===== config.mk =====
export PLATFORM = sky130hd
export DESIGN_NAME = rdc_ring_drive
export DESIGN_NICKNAME = d
export VERILOG_FILES = /design/src/inc/rdc_pkg.sv /design/src/rdc_power_level.sv /design/src/rdc_baud_detect.sv /design/src/rdc_ring_drive.sv
export SDC_FILE = /design/constraint.sdc
export NUM_CORES = 1
export LEC_CHECK = 0
export BUFFER_PORTS_ARGS = -buffer_cell sky130_fd_sc_hd__buf_2
export CORE_UTILIZATION = 35
export DETAILED_ROUTE_END_ITERATION = 8
export GPL_ROUTABILITY_DRIVEN = 1
export HOLD_SLACK_MARGIN = 0.12
export SYNTH_ARGS = -nofsm -noshare
export SYNTH_HDL_FRONTEND = slang
export SYNTH_SLANG_ARGS = --single-unit

===== constraint.sdc =====
create_clock -name pclk -period 2.28 [get_ports pclk]
set_input_delay 0.228 -clock pclk [delete_from_list [all_inputs] [get_ports pclk]]
set_output_delay 0.228 -clock pclk [all_outputs]
set_load 0.02 [all_outputs]

===== src/inc/rdc_pkg.sv =====
// Constants, register map and state types of the ring drive control and status block.
// Assumes a 250 MHz APB clock and a receiver front end that delivers decoded telegrams.
//
// Notes on behaviour
// - A written node address takes effect only at the next phase step 0 to 1.
// - Node address comes only from the configured value, not the ring position.
// - Cable length maps to four power levels: 15 m, 30 m, 45 m, beyond.
// - Line rate 2/4/8/16 MBaud is detected automatically and readable.
// - Distortion indicator lights on bad signal, unsupported rate or bad level.
// - Device sends one drive telegram per cycle with its status word, except in phase 0.
// - Control word bit 15 is power-on request; activation on its rising edge.
// - Power-on accepted only in phase 4, without fault, power stage on.
// - Control word bit 13 low holds the drive halted, level sensitive.
// - Status bits 15:14 go from 10 to 11 after acceptance and readiness.
// - Withdrawal is acknowledged after the stopping reaction delay.
// - Holding brake released not before the acknowledge rising edge.
// - Request to acknowledge delay is about 8 ms or 300 ms, readable.
// - Last received control word and sent status word are readable.
// - Shared data telegram contents apply at one common instant.
// - Sync and data telegrams are checked; each type has a failure counter.
// - Sync counter clears on phase 2 to 3, data counter on 3 to 4.
// - A fatal fault drops to phase 0 and stops drive telegrams.

package rdc_pkg;

   // ****************************************
   // Register offsets (byte addresses)
   // ****************************************
   localparam logic [7:0] RDC_ADDR_NODE = 8'h00;
   localparam logic [7:0] RDC_ADDR_LEN = 8'h04;
   localparam logic [7:0] RDC_ADDR_BAUD = 8'h08;
   localparam logic [7:0] RDC_ADDR_CTRLW = 8'h0c;
   localparam logic [7:0] RDC_ADDR_STATW = 8'h10;
   localparam logic [7:0] RDC_ADDR_ERRCNT = 8'h14;
   localparam logic [7:0] RDC_ADDR_DELAY = 8'h18;
   localparam logic [7:0] RDC_ADDR_DRV = 8'h1c;
   localparam logic [7:0] RDC_ADDR_PHASE = 8'h20;

   // ****************************************
   // Field positions and values
   // ****************************************
   localparam int RDC_BIT_REQ = 15;
   localparam int RDC_BIT_HALT = 13;
   localparam logic [1:0] RDC_ST_READY = 2'h2;
   localparam logic [1:0] RDC_ST_RUN = 2'h3;
   localparam logic [2:0] RDC_PH_RUN = 3'h4;
   localparam logic [7:0] RDC_LEN_L1 = 8'h0f;
   localparam logic [7:0] RDC_LEN_L2 = 8'h1e;
   localparam logic [7:0] RDC_LEN_L3 = 8'h2d;
   localparam logic [7:0] RDC_NODE_RST = 8'h00;
   localparam logic [7:0] RDC_LEN_RST = 8'h00;
   localparam logic [1:0] RDC_BAUD_2 = 2'h0;
   localparam logic [1:0] RDC_BAUD_16 = 2'h3;

   // ****************************************
   // Timing
   // ****************************************
   localparam int RDC_CLK_MHZ = 250;
   localparam int RDC_T_SYNC_MS = 8;
   localparam int RDC_T_ASYNC_MS = 300;
   localparam int RDC_T_STOP_MS = 8;
   localparam int RDC_CYC_SYNC = RDC_T_SYNC_MS * RDC_CLK_MHZ * 1000;
   localparam int RDC_CYC_ASYNC = RDC_T_ASYNC_MS * RDC_CLK_MHZ * 1000;
   localparam int RDC_CYC_STOP = RDC_T_STOP_MS * RDC_CLK_MHZ * 1000;

   typedef enum logic [1:0]
   {
      RDC_OFF = 2'b00,
      RDC_ON_WAIT = 2'b01,
      RDC_ON = 2'b10,
      RDC_OFF_WAIT = 2'b11
   } rdc_drv_e;

endpackage


===== src/rdc_power_level.sv =====
// Maps the outgoing cable length in metres to a transmitter power level.
// Assumes the length is a stable register value.
`timescale 1ns/1ps
module rdc_power_level
   import rdc_pkg::*;
(
   input wire logic [7:0] cable_len,
   input wire logic glass_fibre,
   output logic [1:0] tx_level
);

   always_comb
   begin
      if (glass_fibre || cable_len > RDC_LEN_L3)
         tx_level = 2'h3;
      else if (cable_len > RDC_LEN_L2)
         tx_level = 2'h2;
      else if (cable_len > RDC_LEN_L1)
         tx_level = 2'h1;
      else
         tx_level = 2'h0;
   end

endmodule // rdc_power_level


===== src/rdc_baud_detect.sv =====
// Detects the line rate from the shortest pulse on the optical receive pin.
// Assumes rx_pin is asynchronous; it is synchronised here first.
`timescale 1ns/1ps
module rdc_baud_detect
   import rdc_pkg::*;
(
   input wire logic pclk,
   input wire logic presetn,
   input wire logic rx_pin,
   output logic [1:0] baud_sel,
   output logic baud_ok
);

   logic rx_m;
   logic rx_s;
   logic rx_d;
   logic [7:0] run;
   logic [7:0] next_run;
   logic [7:0] min_run;
   logic [7:0] next_min_run;
   logic [1:0] next_baud_sel;
   logic next_baud_ok;

   // Shortest run seen: 16 MBaud is about 16 cycles, 2 MBaud about 125
   always_comb
   begin
      next_run = run;
      next_min_run = min_run;
      next_baud_sel = baud_sel;
      next_baud_ok = baud_ok;
      if (rx_s != rx_d)
      begin
         next_run = 8'h01;
         if (run < min_run)
            next_min_run = run;
      end
      else if (run != 8'hff)
         next_run = run + 8'h01;
      if (min_run >= 8'h0c && min_run <= 8'h14)
      begin
         next_baud_sel = RDC_BAUD_16;
         next_baud_ok = 1'b1;
      end
      else if (min_run >= 8'h1a && min_run <= 8'h26)
      begin
         next_baud_sel = 2'h2;
         next_baud_ok = 1'b1;
      end
      else if (min_run >= 8'h36 && min_run <= 8'h4a)
      begin
         next_baud_sel = 2'h1;
         next_baud_ok = 1'b1;
      end
      else if (min_run >= 8'h6e && min_run <= 8'h8c)
      begin
         next_baud_sel = RDC_BAUD_2;
         next_baud_ok = 1'b1;
      end
      else if (min_run != 8'hff)
         next_baud_ok = 1'b0;
   end

   always_ff @(posedge pclk or negedge presetn)
   begin
      if (!presetn)
      begin
         rx_m <= 1'b0;
         rx_s <= 1'b0;
         rx_d <= 1'b0;
         run <= 8'h00;
         min_run <= 8'hff;
         baud_sel <= RDC_BAUD_2;
         baud_ok <= 1'b0;
      end
      else
      begin
         rx_m <= rx_pin;
         rx_s <= rx_m;
         rx_d <= rx_s;
         run <= next_run;
         min_run <= next_min_run;
         baud_sel <= next_baud_sel;
         baud_ok <= next_baud_ok;
      end
   end

endmodule // rdc_baud_detect


===== src/rdc_ring_drive.sv =====
// Drive side of the cyclic ring link: telegram handling, enable sequence, APB registers.
// Assumes a receiver front end on pclk delivering checked sync and data telegrams,
// and a transmitter that sends the drive telegram on at_send_req.
//
// The APB register port and the placing of the registers are this design's own decisions.
`timescale 1ns/1ps
module rdc_ring_drive
   import rdc_pkg::*;
#(
   parameter int CYC_SYNC = RDC_CYC_SYNC,
   parameter int CYC_ASYNC = RDC_CYC_ASYNC,
   parameter int CYC_STOP = RDC_CYC_STOP
)
(
   input wire logic pclk,
   input wire logic presetn,
   input wire logic psel,
   input wire logic penable,
   input wire logic pwrite,
   input wire logic [7:0] paddr,
   input wire logic [31:0] pwdata,
   output logic [31:0] prdata,
   output logic pready,
   output logic pslverr,
   input wire logic rx_pin,
   input wire logic signal_fault,
   input wire logic level_fault,
   input wire logic sync_valid,
   input wire logic sync_bad,
   input wire logic [2:0] sync_phase,
   input wire logic data_valid,
   input wire logic data_bad,
   input wire logic [15:0] data_ctrl,
   input wire logic cycle_strobe,
   input wire logic fatal_fault,
   input wire logic drive_fault,
   input wire logic power_on,
   output logic [1:0] baud_sel,
   output logic [1:0] tx_level,
   output logic [7:0] node_addr,
   output logic distortion_indicator,
   output logic at_send_req,
   output logic [15:0] at_status,
   output logic halted,
   output logic energize,
   output logic brake_release
);

   // ****************************************
   // Register file
   // ****************************************
   logic [7:0] node_cfg;
   logic [7:0] next_node_cfg;
   logic [7:0] cable_len;
   logic [7:0] next_cable_len;
   logic glass;
   logic next_glass;
   logic async_motor;
   logic next_async_motor;
   logic [31:0] next_prdata;
   logic baud_ok;
   logic wr;

   assign pready = 1'b1;
   assign wr = psel && penable && pwrite;

   // ****************************************
   // Cycle and drive state
   // ****************************************
   logic [2:0] phase;
   logic [2:0] next_phase;
   logic [7:0] next_node_addr;
   logic [15:0] ctrl_hold;
   logic [15:0] next_ctrl_hold;
   logic [15:0] ctrl_word;
   logic [15:0] next_ctrl_word;
   logic req_prev;
   logic next_req_prev;
   logic [7:0] sync_errs;
   logic [7:0] next_sync_errs;
   logic [7:0] data_errs;
   logic [7:0] next_data_errs;
   logic [15:0] next_at_status;
   logic next_at_send_req;
   logic next_brake_release;
   logic next_halted;
   rdc_drv_e drv;
   rdc_drv_e next_drv;
   logic [31:0] tmr;
   logic [31:0] next_tmr;
   logic [31:0] on_delay;
   logic [31:0] last_delay;
   logic [31:0] next_last_delay;
   logic req_rise;
   logic req_now;

   assign on_delay = async_motor ? CYC_ASYNC : CYC_SYNC;
   assign req_now = ctrl_word[RDC_BIT_REQ];
   assign req_rise = req_now && !req_prev;

   rdc_baud_detect u_baud
   (
      .pclk(pclk),
      .presetn(presetn),
      .rx_pin(rx_pin),
      .baud_sel(baud_sel),
      .baud_ok(baud_ok)
   );

   rdc_power_level u_level
   (
      .cable_len(cable_len),
      .glass_fibre(glass),
      .tx_level(tx_level)
   );

   always_comb
   begin
      next_node_cfg = node_cfg;
      next_cable_len = cable_len;
      next_glass = glass;
      next_async_motor = async_motor;
      next_prdata = prdata;
      pslverr = 1'b0;
      // Read data loads at the setup edge, so it stands at the access edge
      if (psel)
      begin
         if (paddr == RDC_ADDR_NODE)
         begin
            if (wr)
               next_node_cfg = pwdata[7:0];
            next_prdata = {16'h0000, node_addr, node_cfg};
         end
         else if (paddr == RDC_ADDR_LEN)
         begin
            if (wr)
            begin
               next_cable_len = pwdata[7:0];
               next_glass = pwdata[8];
            end
            next_prdata = {20'h00000, tx_level, 1'b0, glass, cable_len};
         end
         else if (paddr == RDC_ADDR_BAUD)
            next_prdata = {29'h00000000, baud_ok, baud_sel};
         else if (paddr == RDC_ADDR_CTRLW)
            next_prdata = {16'h0000, ctrl_word};
         else if (paddr == RDC_ADDR_STATW)
            next_prdata = {16'h0000, at_status};
         else if (paddr == RDC_ADDR_ERRCNT)
            next_prdata = {16'h0000, data_errs, sync_errs};
         else if (paddr == RDC_ADDR_DELAY)
         begin
            if (wr)
               next_async_motor = pwdata[0];
            next_prdata = last_delay;
         end
         else if (paddr == RDC_ADDR_DRV)
            next_prdata = {27'h0000000, async_motor, brake_release, energize, drv};
         else if (paddr == RDC_ADDR_PHASE)
            next_prdata = {29'h00000000, phase};
         else
         begin
            next_prdata = 32'h00000000;
            pslverr = penable;
         end
      end
   end

   always_comb
   begin
      next_phase = phase;
      next_node_addr = node_addr;
      next_ctrl_hold = ctrl_hold;
      next_ctrl_word = ctrl_word;
      next_req_prev = req_prev;
      next_sync_errs = sync_errs;
      next_data_errs = data_errs;
      next_at_send_req = 1'b0;
      next_drv = drv;
      next_tmr = tmr;
      next_last_delay = last_delay;
      next_halted = halted;
      next_brake_release = brake_release;
      if (fatal_fault)
         next_phase = 3'h0;
      else if (sync_valid)
      begin
         next_phase = sync_phase;
         if (phase == 3'h0 && sync_phase == 3'h1)
            next_node_addr = node_cfg;
      end
      if (sync_valid && phase == 3'h2 && sync_phase == 3'h3)
         next_sync_errs = 8'h00;
      else if (sync_bad && sync_errs != 8'hff)
         next_sync_errs = sync_errs + 8'h01;
      if (sync_valid && phase == 3'h3 && sync_phase == 3'h4)
         next_data_errs = 8'h00;
      else if (data_bad && data_errs != 8'hff)
         next_data_errs = data_errs + 8'h01;
      if (data_valid)
         next_ctrl_hold = data_ctrl;
      if (cycle_strobe)
      begin
         next_ctrl_word = ctrl_hold;
         next_req_prev = ctrl_word[RDC_BIT_REQ];
         next_halted = !ctrl_hold[RDC_BIT_HALT];
         next_at_send_req = !fatal_fault && phase != 3'h0;
      end
      // is the master's; the sequence does not depend on it
      case (drv)
         RDC_OFF:
         begin
            next_brake_release = 1'b0;
            if (cycle_strobe && req_rise && phase == RDC_PH_RUN && !drive_fault && power_on)
            begin
               next_drv = RDC_ON_WAIT;
               next_tmr = 32'h00000000;
            end
         end
         RDC_ON_WAIT:
         begin
            next_tmr = tmr + 32'h00000001;
            if (!req_now || drive_fault || !power_on)
               next_drv = RDC_OFF;
            else if (tmr >= on_delay - 1)
            begin
               next_drv = RDC_ON;
               next_last_delay = tmr + 32'h00000001;
            end
         end
         RDC_ON:
         begin
            next_brake_release = 1'b1;
            if (!req_now || drive_fault || !power_on || phase != RDC_PH_RUN)
            begin
               next_drv = RDC_OFF_WAIT;
               next_brake_release = 1'b0;
               next_tmr = 32'h00000000;
            end
         end
         default:
         begin
            next_brake_release = 1'b0;
            next_tmr = tmr + 32'h00000001;
            if (tmr >= CYC_STOP - 1)
               next_drv = RDC_OFF;
         end
      endcase
   end

   always_comb
   begin
      next_at_status = 16'h0000;
      if (power_on && !drive_fault)
      begin
         if (drv == RDC_ON || drv == RDC_OFF_WAIT)
            next_at_status[15:14] = RDC_ST_RUN;
         else
            next_at_status[15:14] = RDC_ST_READY;
      end
      next_at_status[13] = drive_fault;
      next_at_status[2:0] = phase;
   end

   assign energize = drv != RDC_OFF;
   assign distortion_indicator = signal_fault || level_fault || !baud_ok;

   always_ff @(posedge pclk or negedge presetn)
   begin
      if (!presetn)
      begin
         node_cfg <= RDC_NODE_RST;
         cable_len <= RDC_LEN_RST;
         glass <= 1'b0;
         async_motor <= 1'b0;
         prdata <= 32'h00000000;
         phase <= 3'h0;
         node_addr <= RDC_NODE_RST;
         ctrl_hold <= 16'h0000;
         ctrl_word <= 16'h0000;
         req_prev <= 1'b0;
         sync_errs <= 8'h00;
         data_errs <= 8'h00;
         at_status <= 16'h0000;
         at_send_req <= 1'b0;
         drv <= RDC_OFF;
         tmr <= 32'h00000000;
         last_delay <= 32'h00000000;
         halted <= 1'b1;
         brake_release <= 1'b0;
      end
      else
      begin
         node_cfg <= next_node_cfg;
         cable_len <= next_cable_len;
         glass <= next_glass;
         async_motor <= next_async_motor;
         prdata <= next_prdata;
         phase <= next_phase;
         node_addr <= next_node_addr;
         ctrl_hold <= next_ctrl_hold;
         ctrl_word <= next_ctrl_word;
         req_prev <= next_req_prev;
         sync_errs <= next_sync_errs;
         data_errs <= next_data_errs;
         at_status <= next_at_status;
         at_send_req <= next_at_send_req;
         drv <= next_drv;
         tmr <= next_tmr;
         last_delay <= next_last_delay;
         halted <= next_halted;
         brake_release <= next_brake_release;
      end
   end

endmodule // rdc_ring_drive


==> flow_metrics.env <==
export IMPL_synth_cell_area_mm2=0.0105
export IMPL_filler_instances=2788
export IMPL_insertion_delay_to_the_later_sink_of_the_worst_skew_pair_ns=0.54
export IMPL_cts_tree="done"
export IMPL_detail_route_drc_violations=0
export IMPL_detailedPlace_worstSlack_ns=-0.141
export IMPL_peakVddDrop_v=0.000624
export IMPL_power_mw=9.52
export IMPL_hold_path_startpoint="cycle_strobe"
export IMPL_path_max_fanout=6
export IMPL_holdPathEnd="halted"
export IMPL_critPathCaptureType="flip-flop"
export IMPL_rr_worst_depth=10
export IMPL_drt_wirelength_per_cell_um=17.4
export IMPL_seq_area_frac_synth_pct=49.3
export IMPL_synth_async_reset_ratio_pct=100
export IMPL_fp_coreArea_mm2=0.0296
export IMPL_drive_above_1_share_pct=30.9
export IMPL_floorplan_initialDensity_pct=35.6
export IMPL_data_arrival_time_at_the_worst_slack_endpoint_ns=2.80
export IMPL_commonest_cells_after_routing_fill_and_taps_aside="197 x dfrtp_1, 106 x buf_2, 74 x buf_4"
export IMPL_drt_iter0_drc=538
export IMPL_syn_area_per_cell_um2=10.5
export IMPL_dr_total_vias=8473
export IMPL_grt_util_all_layers_pct=18.4
export IMPL_cts_max_level=1
export IMPL_violations="negative setup slack"
export IMPL_drt_pass1_iterations=5
export IMPL_setup_violations=31
export IMPL_max_slew_margin_pct=61.3
export IMPL_final_period_utilization_pct=105
export IMPL_reg2reg_from="async_motor"
export IMPL_globalplace_congestion=0.909
export IMPL_fp_dieArea_mm2=0.0308
export IMPL_timing_max_cap_violations=0
export IMPL_data_required_time_of_the_worst_path_ns=2.69
export IMPL_routed_wirelength_mm=28.2
export IMPL_start_kind="flip-flop"
export IMPL_diodes=0
export IMPL_finalMaxSlewViolations=0
export IMPL_static_leakage_power_nw=6.35
export IMPL_clkSlewWorstSetupHoldPaths_ns=0.06
export IMPL_die_w_um=176
export IMPL_io_pins=142
export IMPL_grt_setup_unrepaired="yes"
export IMPL_fin_worst_skew_ns=0.0213
export IMPL_finalWorstPathRequiredPeriod_ns=2.38
export IMPL_grt_antenna_before_repair=1
export IMPL_outcome="finished, violations left"
export IMPL_worst_slack_ns=-0.105
export IMPL_final_hold_violation_count=0
export IMPL_layout_area_overhead_vs_synth_pct=29.1
export IMPL_synthesis_yosys_warnings=0
export IMPL_crit_type="reg2reg"
export IMPL_synth_ff_latch_count=207
export IMPL_postSynth_topFlopCell="dfrtp_1"
export IMPL_capturing_point_of_the_worst_reg2reg_path="last_delay[13]"
export IMPL_max_clock_freq_mhz=419
export IMPL_mostFrequentLayoutCell="dfrtp_1"
export IMPL_numPortBuffers=107
export IMPL_synthesis_instances=999
export IMPL_cellPowerDensity_mw_per_mm2=700
export IMPL_synth_edff_count=0
export IMPL_clock_path_buffers=3
export IMPL_fraction_of_the_core_area_covered_by_cells_at_the_end_of_the_flow_pct=45.9
export IMPL_dieHeight_um=176
export IMPL_dp_final_hpwl_mm=19.9
export IMPL_post_place_cells=1529
export IMPL_wire_length_of_the_first_global_routing_pass_mm=45.5
export IMPL_design_final_nets=1310
export IMPL_cts_buffers_inserted=25
export IMPL_hold_depth=3
export IMPL_placement_rows=63
export IMPL_layoutNonFillerInstCount=1621
export IMPL_clock_sinks=207
export IMPL_critPathLaunch="async_motor"
export IMPL_hp_class="in2reg"
export IMPL_overflow=0
export IMPL_worstMarginPinSlew_ns=0.578
export IMPL_post_drt_via_cell_ratio=5.23
export IMPL_first_global_vias=8358
export IMPL_clock_tree_root_cell="clkbuf_16"
export IMPL_reg2reg_slack_ns=-0.10
export IMPL_route_antenna_remaining_nets=0
export IMPL_timing_setup_tns_ns=-2.24
export IMPL_post_synth_num_cell_types=72
export IMPL_largest_net_degree_at_the_start_of_global_routing=56
==> critical path: stages (launching register included) <==
cell and delay [ns]:
dfrtp_2 0.46, buf_6 0.15, ha_4 0.21, a21o_1 0.16, a21oi_2 0.12, o31ai_1 0.08, a41o_2 0.25, o21ai_4 0.22
buf_12 0.17, buf_12 0.14, mux2_4 0.30
==> registers in the layout, summed over array words and instances, names as in the netlist, 2 cells and up <==
register         flops
phase                3
u_baud.min_run       8
cable_len            8
u_baud.run           8
u_baud.baud_sel      2
data_errs            8
at_status            6
ctrl_word           16
prdata              32
node_cfg             8
tmr                 32
node_addr            8
drv                  2
ctrl_hold           16
last_delay          32
sync_errs            8
==> cell families after synthesis <==
logic type | synth area share (%)
mux | 12.3
other cells | 0.0713
buf+inv | 4.65
flops | 49.3
xor+xnor | 3.82
compound gates | 13.8
fa+ha+maj | 2.73
simple gates | 13.3
==> worst max path at each step <==
stage / cells after the start / end / slack (ns)
2_1_floorplan: 8 / last_delay[10] / 0.01
3_3_place_gp: 8 / last_delay[31] / -0.14
3_5_place_dp: 9 / last_delay[2] / -0.14
4_1_cts: 10 / last_delay[23] / -0.07
5_1_grt: 10 / last_delay[2] / -0.19
6_report: 10 / last_delay[13] / -0.10
==> timing repair <==
| item | 4_1_cts | 5_1_grt |
|---|---|---|
| pin swaps | 9 | 10 |
| setup endpoints to repair | 31 | 40 |
| resized for setup | 26 | 19 |
| hold endpoints to repair | 175 | 0 |
| cloned | 2 | 1 |
| buffers inserted | 4 | 4 |
| hold buffers | 36 | 0 |
==> power by group <==
part	switching (mW)	internal, mW
Clock	1.60	2.49
Combinational	0.596	0.538
Sequential	0.316	3.97
Total	2.51	7.00
==> through the flow <==
stage                     area [um^2]  hold slack (ns)
after CTS                       13500            0.192
after global placement          12000            0.248
after global routing            13600            0.199
after detailed placement        12000            0.242
final                           13600            0.204
after floorplan                 10600          -0.0676
==> synthesized netlist by cell type (11+ instances only) <==
cell	count	area (um^2)
dfrtp_1	198	4950
nand2_1	72	270
nor2_1	70	263
o21ai_0	70	350
mux2_2	68	766
inv_1	46	173
nand3_1	46	230
a21oi_1	41	205
clkbuf_1	30	113
mux2_4	28	420
xnor2_1	24	210
and3_1	23	144
ha_1	23	288
xor2_1	22	193
nand4_1	15	93.8
a31oi_1	14	87.6
o31ai_1	14	105
a22oi_1	12	90.1
buf_4	11	82.6
nor3_1	11	55.1
==> layer usage <==
| layer | track usage (%) | wire, um |
|---|---|---|
| met3 | 3.55 | 1650 |
| met4 | 3.77 | 456 |
| met2 | 30.0 | 13400 |
| met1 | 25.4 | 12700 |
| met5 | 0 | 19 |
==> area by class of cell <==
type	count	area [um^2]	area share (%)
clock buffer	39	748	5.50
clock inverter	7	106	0.782
inverter	48	185	1.36
multi-input combinational	696	5110	37.6
sequential	207	5190	38.2
tap	390	488	3.59
timing repair buffer	234	1770	13.0
No activity file was read; power rests on OpenSTA's default activity.
